--- config.mk ---
export PLATFORM = sky130hd
export DESIGN_NAME = gdf_input_fault
export DESIGN_NICKNAME = d
export VERILOG_FILES = /design/src/inc/gdf_pkg.sv /design/src/inc/gdf_duty_if.sv /design/src/core/gdf_duty_gen.sv /design/src/core/gdf_input_fault.sv
export SDC_FILE = /design/constraint.sdc
export NUM_CORES = 1
export LEC_CHECK = 0
export ABC_AREA = 1
export BUFFER_PORTS_ARGS = -buffer_cell sky130_fd_sc_hd__buf_2
export CAP_MARGIN = 20
export CORE_MARGIN = 10
export CORE_UTILIZATION = 30
export CTS_BUF_LIST = sky130_fd_sc_hd__clkbuf_4 sky130_fd_sc_hd__clkbuf_8
export CTS_CLUSTER_DIAMETER = 80
export DETAILED_ROUTE_END_ITERATION = 7
export PLACE_DENSITY = 0.55
export SLEW_MARGIN = 20
export SYNTH_ARGS = -nofsm -noshare
export SYNTH_HDL_FRONTEND = slang
export SYNTH_HIERARCHICAL = 1
export SYNTH_SLANG_ARGS = --single-unit
export TNS_END_PERCENT = 5
--- constraint.sdc ---
create_clock -name i_clk -period 2.6 [get_ports i_clk]
set_clock_uncertainty 0.1 [all_clocks]
set_input_delay 0.39 -clock i_clk [delete_from_list [all_inputs] [get_ports i_clk]]
set_output_delay 0.39 -clock i_clk [all_outputs]
set_load 0.03 [all_outputs]
--- src/inc/gdf_pkg.sv ---
// package of constants and types for the gate drive input and fault logic
`default_nettype none
package gdf_pkg;
   // pwm frequency bounds the host must keep
   localparam int GDF_PWM_MIN_HZ = 1000;
   localparam int GDF_PWM_MAX_HZ = 50000;
   localparam int GDF_CLK_HZ = 50000000;
   // longest legal pwm period in clock cycles (rounds down)
   localparam int GDF_PWM_MAX_PERIOD_CYC = GDF_CLK_HZ / GDF_PWM_MIN_HZ;
   // default duty output period and adc width
   localparam int GDF_DUTY_PERIOD_CYC = 1024;
   localparam int GDF_ADC_W = 10;
   // fault sources on the indicator outputs
   localparam int GDF_NUM_FAULTS = 4;
   localparam int GDF_FAULT_OVERLAP = 0;
   // reset values
   localparam logic GDF_RST_UP = 1'b0;
   localparam logic GDF_RST_DN = 1'b1;
   localparam logic GDF_RST_IND = 1'b1;

   // drive resolution mode
   typedef enum logic [1:0] {
      GDF_MODE_OFF,
      GDF_MODE_PWM,
      GDF_MODE_OVERRIDE,
      GDF_MODE_OVERLAP
   } gdf_mode_t;
endpackage : gdf_pkg
`default_nettype wire

--- src/inc/gdf_duty_if.sv ---
// interface carrying duty-cycle request and pulse between modules
`default_nettype none
interface gdf_duty_if #(parameter int ADC_W = 10);
   logic [ADC_W-1:0] value;
   logic pulse;
   modport src (output value, input pulse);
   modport gen (input value, output pulse);
endinterface : gdf_duty_if
`default_nettype wire

--- src/core/gdf_duty_gen.sv ---
// duty-cycle pulse generator encoding an adc reading
`default_nettype none
module gdf_duty_gen
   import gdf_pkg::*;
#(
   parameter int ADC_W = GDF_ADC_W
) (
   // clock and reset
   input wire logic i_clk,
   input wire logic i_rst,
   // value in, pulse out
   gdf_duty_if.gen duty
);
   // refuse widths the counter and compare cannot serve
   if (ADC_W < 2 || ADC_W > 16) begin : g_bad_adc_w
      $error("gdf_duty_gen: ADC_W out of range");
   end

   typedef struct packed {
      logic [ADC_W-1:0] cnt;
      logic [ADC_W-1:0] val;
      logic pulse;
   } gdf_duty_st_t;

   gdf_duty_st_t st_reg;
   gdf_duty_st_t st_next;

   // ==========================================================
   // period counter; value is latched per period so the duty
   // never tears mid-cycle
   always_comb begin
      st_next = st_reg;
      st_next.cnt = st_reg.cnt + ADC_W'(1);
      if (st_reg.cnt == '1) begin
         st_next.val = duty.value;
      end
      st_next.pulse = (st_next.cnt < st_next.val);
   end

   always_ff @(posedge i_clk or posedge i_rst) begin
      if (i_rst) begin
         st_reg <= '0;
      end else begin
         st_reg <= st_next;
      end
   end

   assign duty.pulse = st_reg.pulse;
endmodule : gdf_duty_gen
`default_nettype wire

--- src/core/gdf_input_fault.sv ---
// gate drive input resolution and fault indicator logic
`default_nettype none
module gdf_input_fault
   import gdf_pkg::*;
#(
   parameter int NUM_FAULTS = GDF_NUM_FAULTS,
   parameter int ADC_W = GDF_ADC_W
) (
   // clock and reset
   input wire logic i_clk,
   input wire logic i_rst,
   // drive control
   input wire logic i_driver_enable,
   input wire logic i_pwm_pos,
   input wire logic i_pwm_neg,
   input wire logic i_short_circuit_override_enable,
   input wire logic i_short_circuit_override_level,
   // fault sources, masks and routing
   input wire logic [NUM_FAULTS-1:0] i_faults,
   input wire logic [NUM_FAULTS-1:0] i_alarm_mask,
   input wire logic [NUM_FAULTS-1:0] i_warning_mask,
   input wire logic [NUM_FAULTS-1:0] i_route_to_warning,
   // duty output selection
   input wire logic i_duty_mode,
   input wire logic [ADC_W-1:0] i_adc_value,
   // drive outputs
   output logic o_pull_up_output,
   output logic o_pull_down_output,
   // indicators and status
   output logic o_fault_alarm_n,
   output logic o_fault_warning_n,
   output logic o_overlap_fault
);
   // the overlap fault needs its own slot inside the fault vector
   if (NUM_FAULTS < 1 || NUM_FAULTS > 32
       || NUM_FAULTS <= GDF_FAULT_OVERLAP) begin : g_bad_faults
      $error("gdf_input_fault: NUM_FAULTS out of range");
   end

   typedef struct packed {
      gdf_mode_t mode;
      logic up;
      logic dn;
      logic overlap;
      logic alarm_n;
      logic warning_n;
   } gdf_st_t;

   gdf_st_t st_reg;
   gdf_st_t st_next;
   logic [NUM_FAULTS-1:0] all_faults;
   logic [NUM_FAULTS-1:0] alarm_act;
   logic [NUM_FAULTS-1:0] warning_act;

   gdf_duty_if #(.ADC_W(ADC_W)) duty ();

   // ==========================================================
   // duty generator for the warning pin's alternate function
   gdf_duty_gen #(.ADC_W(ADC_W)) u_duty (
      .i_clk(i_clk),
      .i_rst(i_rst),
      .duty(duty)
   );
   assign duty.value = i_adc_value;

   // ==========================================================
   // fault routing; overlap is injected into its own slot
   always_comb begin
      all_faults = i_faults;
      all_faults[GDF_FAULT_OVERLAP] = i_faults[GDF_FAULT_OVERLAP]
         | (i_pwm_pos & i_pwm_neg);
   end

   // per-fault gating, one slice per source
   for (genvar g = 0; g < NUM_FAULTS; g++) begin : g_route
      assign alarm_act[g] = all_faults[g] & ~i_route_to_warning[g]
         & ~i_alarm_mask[g];
      assign warning_act[g] = all_faults[g] & i_route_to_warning[g]
         & ~i_warning_mask[g];
   end

   // ==========================================================
   // drive resolution; override outranks the overlap pull-down so an
   // active short circuit is never defeated by a pwm glitch
   always_comb begin
      st_next = st_reg;
      st_next.overlap = i_pwm_pos & i_pwm_neg;
      if (i_short_circuit_override_enable) begin
         st_next.mode = GDF_MODE_OVERRIDE;
      end else if (st_next.overlap) begin
         st_next.mode = GDF_MODE_OVERLAP;
      end else if (i_driver_enable) begin
         st_next.mode = GDF_MODE_PWM;
      end else begin
         st_next.mode = GDF_MODE_OFF;
      end
      unique case (st_next.mode)
         GDF_MODE_OVERRIDE: begin
            st_next.up = i_short_circuit_override_level;
            st_next.dn = ~i_short_circuit_override_level;
         end
         GDF_MODE_OVERLAP: begin
            st_next.up = 1'b0;
            st_next.dn = 1'b1;
         end
         GDF_MODE_PWM: begin
            st_next.up = i_pwm_pos;
            st_next.dn = ~i_pwm_pos;
         end
         GDF_MODE_OFF: begin
            st_next.up = 1'b0;
            st_next.dn = 1'b1;
         end
      endcase
      st_next.alarm_n = ~|alarm_act;
      st_next.warning_n = ~|warning_act;
   end

   always_ff @(posedge i_clk or posedge i_rst) begin
      if (i_rst) begin
         st_reg.mode <= GDF_MODE_OFF;
         st_reg.up <= GDF_RST_UP;
         st_reg.dn <= GDF_RST_DN;
         st_reg.overlap <= 1'b0;
         st_reg.alarm_n <= GDF_RST_IND;
         st_reg.warning_n <= GDF_RST_IND;
      end else begin
         st_reg <= st_next;
      end
   end

   // ==========================================================
   // outputs; the warning pin picks duty or fault level
   assign o_pull_up_output = st_reg.up;
   assign o_pull_down_output = st_reg.dn;
   assign o_overlap_fault = st_reg.overlap;
   assign o_fault_alarm_n = st_reg.alarm_n;
   assign o_fault_warning_n = i_duty_mode ? duty.pulse
      : st_reg.warning_n;
endmodule : gdf_input_fault
`default_nettype wire

==> run_results.csv <==
group,metric,value,unit
power,leakagePower,0.001038,uW
cts,cts_max_path_buffers,2,
die,die_w,91.45,microns
die,core-area,0.004848,sq mm
route,via_per_inst,4.084,
route,drtPass1Iterations,4,
cells_and_area,layout_common_cells,"buf_2, inv_1, nand2_1, dfrtp_1, ha_1",
place,post-place-cells,270,
timing,rsz0062_at_grt,"no",
power,power.density,449.0,mW/mm^2
die,fp-row-count,25,
status,status,"finished clean",
cts,clock-sinks,26,
cells_and_area,fin_util,0.3866,
setup_path,cp-end-kind,"register",
run,maxCapViolations,0,
logic_synthesis,ys_ff_latch,26,
setup_path,start_kind,"register",
logic_synthesis,post_synth_num_cell_types,29,
timing,tightest_slew,827.0,ps
route,drcViolationCount,0,
cts,cts_buffers,3,
timing,final_hold_viol_count,0,
place,place.gp.congestion,0.8015,
place,dpl-instance-area,0.001785,sq mm
grt,grt_pass1_wl,5.561,mm
timing,fin_crit_sh,0.9058,
timing,fmax,424.6,MHz
die,die-height,91.45,microns
logic_synthesis,yosys_warnings,6,
cells_and_area,nNetsFinal,255,
die,start_util,0.3159,
power,ir_drop,282.9,uV
cts,cts_tree,"built",
cells_and_area,final_area,0.001874,sq mm
route,ant_nets,0,
grt,antenna_found_initial,0,
place,numPortBuffers,38,
grt,grt_max_degree,22,
die,io_pins,39,
logic_synthesis,ys_seq_area_frac,0.4273,
hold_path,hold_path.class,"input port to register",
power,fin_total_pwr,841.5,uW
cts,clk_latency,260,ps
setup_path,crit_path_max_fanout,11,
cells_and_area,largest_reg_flops,20,
grt,track_usage,0.07990,
route,wl,3.218,mm
logic_synthesis,avgSynthCellArea,9.226,sq um
grt,grt_pass1_vias,1238,
timing,min_period,2355,ps
timing,tns,0,ps
setup_path,arrival,2470,ps
route,drt-wirelength-per-cell,11.70,microns
cells_and_area,final_cells,275,
cells_and_area,layout.cells.most_common,"buf_2",
cells_and_area,area_growth,22.39,%
setup_path,path_class,"register to register",
timing,finalSetupViolCount,0,
cells_and_area,diodes,0,
cts,cts_root_buffer,"clkbuf_8",
grt,grt_remaining_overflow,0,
logic_synthesis,syn_nets,212,
place,hpwl,2.753,mm
route,drtIter0Drc,12,
timing,slew_headroom,0.4481,
logic_synthesis,syn_inst,166,
route,dr_total_vias,1123,
logic_synthesis,syn_area,0.001531,sq mm
timing,slew_viol_final,0,
setup_path,crit_required,2710,ps
cts,cts_htree_levels,1,
cts,cts.clk_slew.worst_paths,100,ps
die,die-area,0.008363,sq mm
cells_and_area,layout-drive-gt1-share,0.3846,
-- report_power, final --
part	internal, uW	total (uW)	leakage (uW)	switching [uW]
clock network	206	338	0.0000357	132
registers	415	417	0.000320	1.95
logic	35.5	86.5	0.000682	51.0
total	657	841	0.00104	185
-- worst paths after layout --
kind                       depth (start not counted)                      startpoint  slack [ps]            endpoint
max                                               14               u_duty/st_reg[11]         240   u_duty/duty.pulse
min                                                4  i_short_circuit_override_level         220  o_pull_down_output
max reg2reg                                       14               u_duty/st_reg[11]         240   u_duty/duty.pulse
min reg2reg                                        2                u_duty/st_reg[4]         400    u_duty/st_reg[4]
max in group asynchronous                          3                           i_rst        1090   u_duty/st_reg[11]
min in group asynchronous                          3                           i_rst         450    o_pull_up_output
-- worst max-delay path, cell delays in order, from the launching register on --
cell and delay [ps]:
dfrtp_2 410, ha_1 210, nand2_2 80, nor2_4 150
nand3_4 170, inv_8 150, nand2_2 60, o21ai_2 60
inv_2 40, ha_1 280, a21oi_1 150, nor2_1 50
a211oi_1 150, o21ai_0 130, a21oi_2 110
-- Yosys cell counts --
master    instances  share of area
inv_1            27          0.066
nor3_2            1         0.0065
o21a_1            1         0.0049
nand3_1           2         0.0065
dfstp_2           3          0.051
nand2_1          22          0.054
nor2_1            5          0.012
nand2_2           6          0.025
nor2_4            2          0.015
and2_1            1         0.0041
o21ai_2           9          0.051
nand4_1           3          0.012
a211oi_1          1         0.0049
inv_2             9          0.022
xnor2_1           2          0.011
dfrtp_1          23           0.38
nor2_2            3          0.012
clkinv_2          1         0.0033
nor3_1            3         0.0098
a21oi_2           1         0.0057
or2_1             7          0.029
o21ai_0           4          0.013
a21oi_1           4          0.013
nand3b_1          6          0.029
xor2_1            5          0.029
nand3_4           1          0.011
ha_1             12          0.098
o21ai_4           1          0.011
buf_12            1          0.013
-- per-layer routing --
layer,track usage,share of wire,up-vias
met1,0.1010,0.50,487
li1,-,-,600
met3,0.03539,0.074,2
met5,0,0,-
met4,0.01175,0.0053,0
met2,0.1244,0.42,34
-- logic make-up (layout without fill, tap and decap cells) --
| group | after synthesis | in the layout | synth area share |
|---|---|---|---|
| compound gates | 21 | 21 | 0.1038 |
| xor+xnor | 7 | 7 | 0.04003 |
| fa+ha+maj | 12 | 12 | 0.09804 |
| buf+inv | 38 | 80 | 0.1046 |
| flops | 26 | 26 | 0.4273 |
| simple gates | 62 | 62 | 0.2263 |
-- area by class of cell --
type,count,area (sq um)
Fill cell,512,2974
Clock inverter,1,30.03
Clock buffer,3,41.29
Tap cell,67,83.83
Sequential cell,26,655.6
Inverter,37,146.4
Timing Repair Buffer,39,200.2
Multi-Input combinational cell,102,716.9
-- metrics by stage --
stage / worst slack, ps / hold WS [ps]
2_1_floorplan: 367.8 / 66.34
3_3_place_gp: 182.0 / 199.8
3_5_place_dp: 115.9 / 209.4
4_1_cts: 122.3 / 214.1
5_1_grt: 7.031 / 226.0
6_report: 244.9 / 218.5
-- repair_timing --
item	CTS	global route
setup endpoints to repair	0	1
hold buffers	1	0
setup buffers	0	0
endpoints found under the hold margin	2	0
gates resized for setup	0	4
No activity file was read; power rests on OpenSTA's default activity.
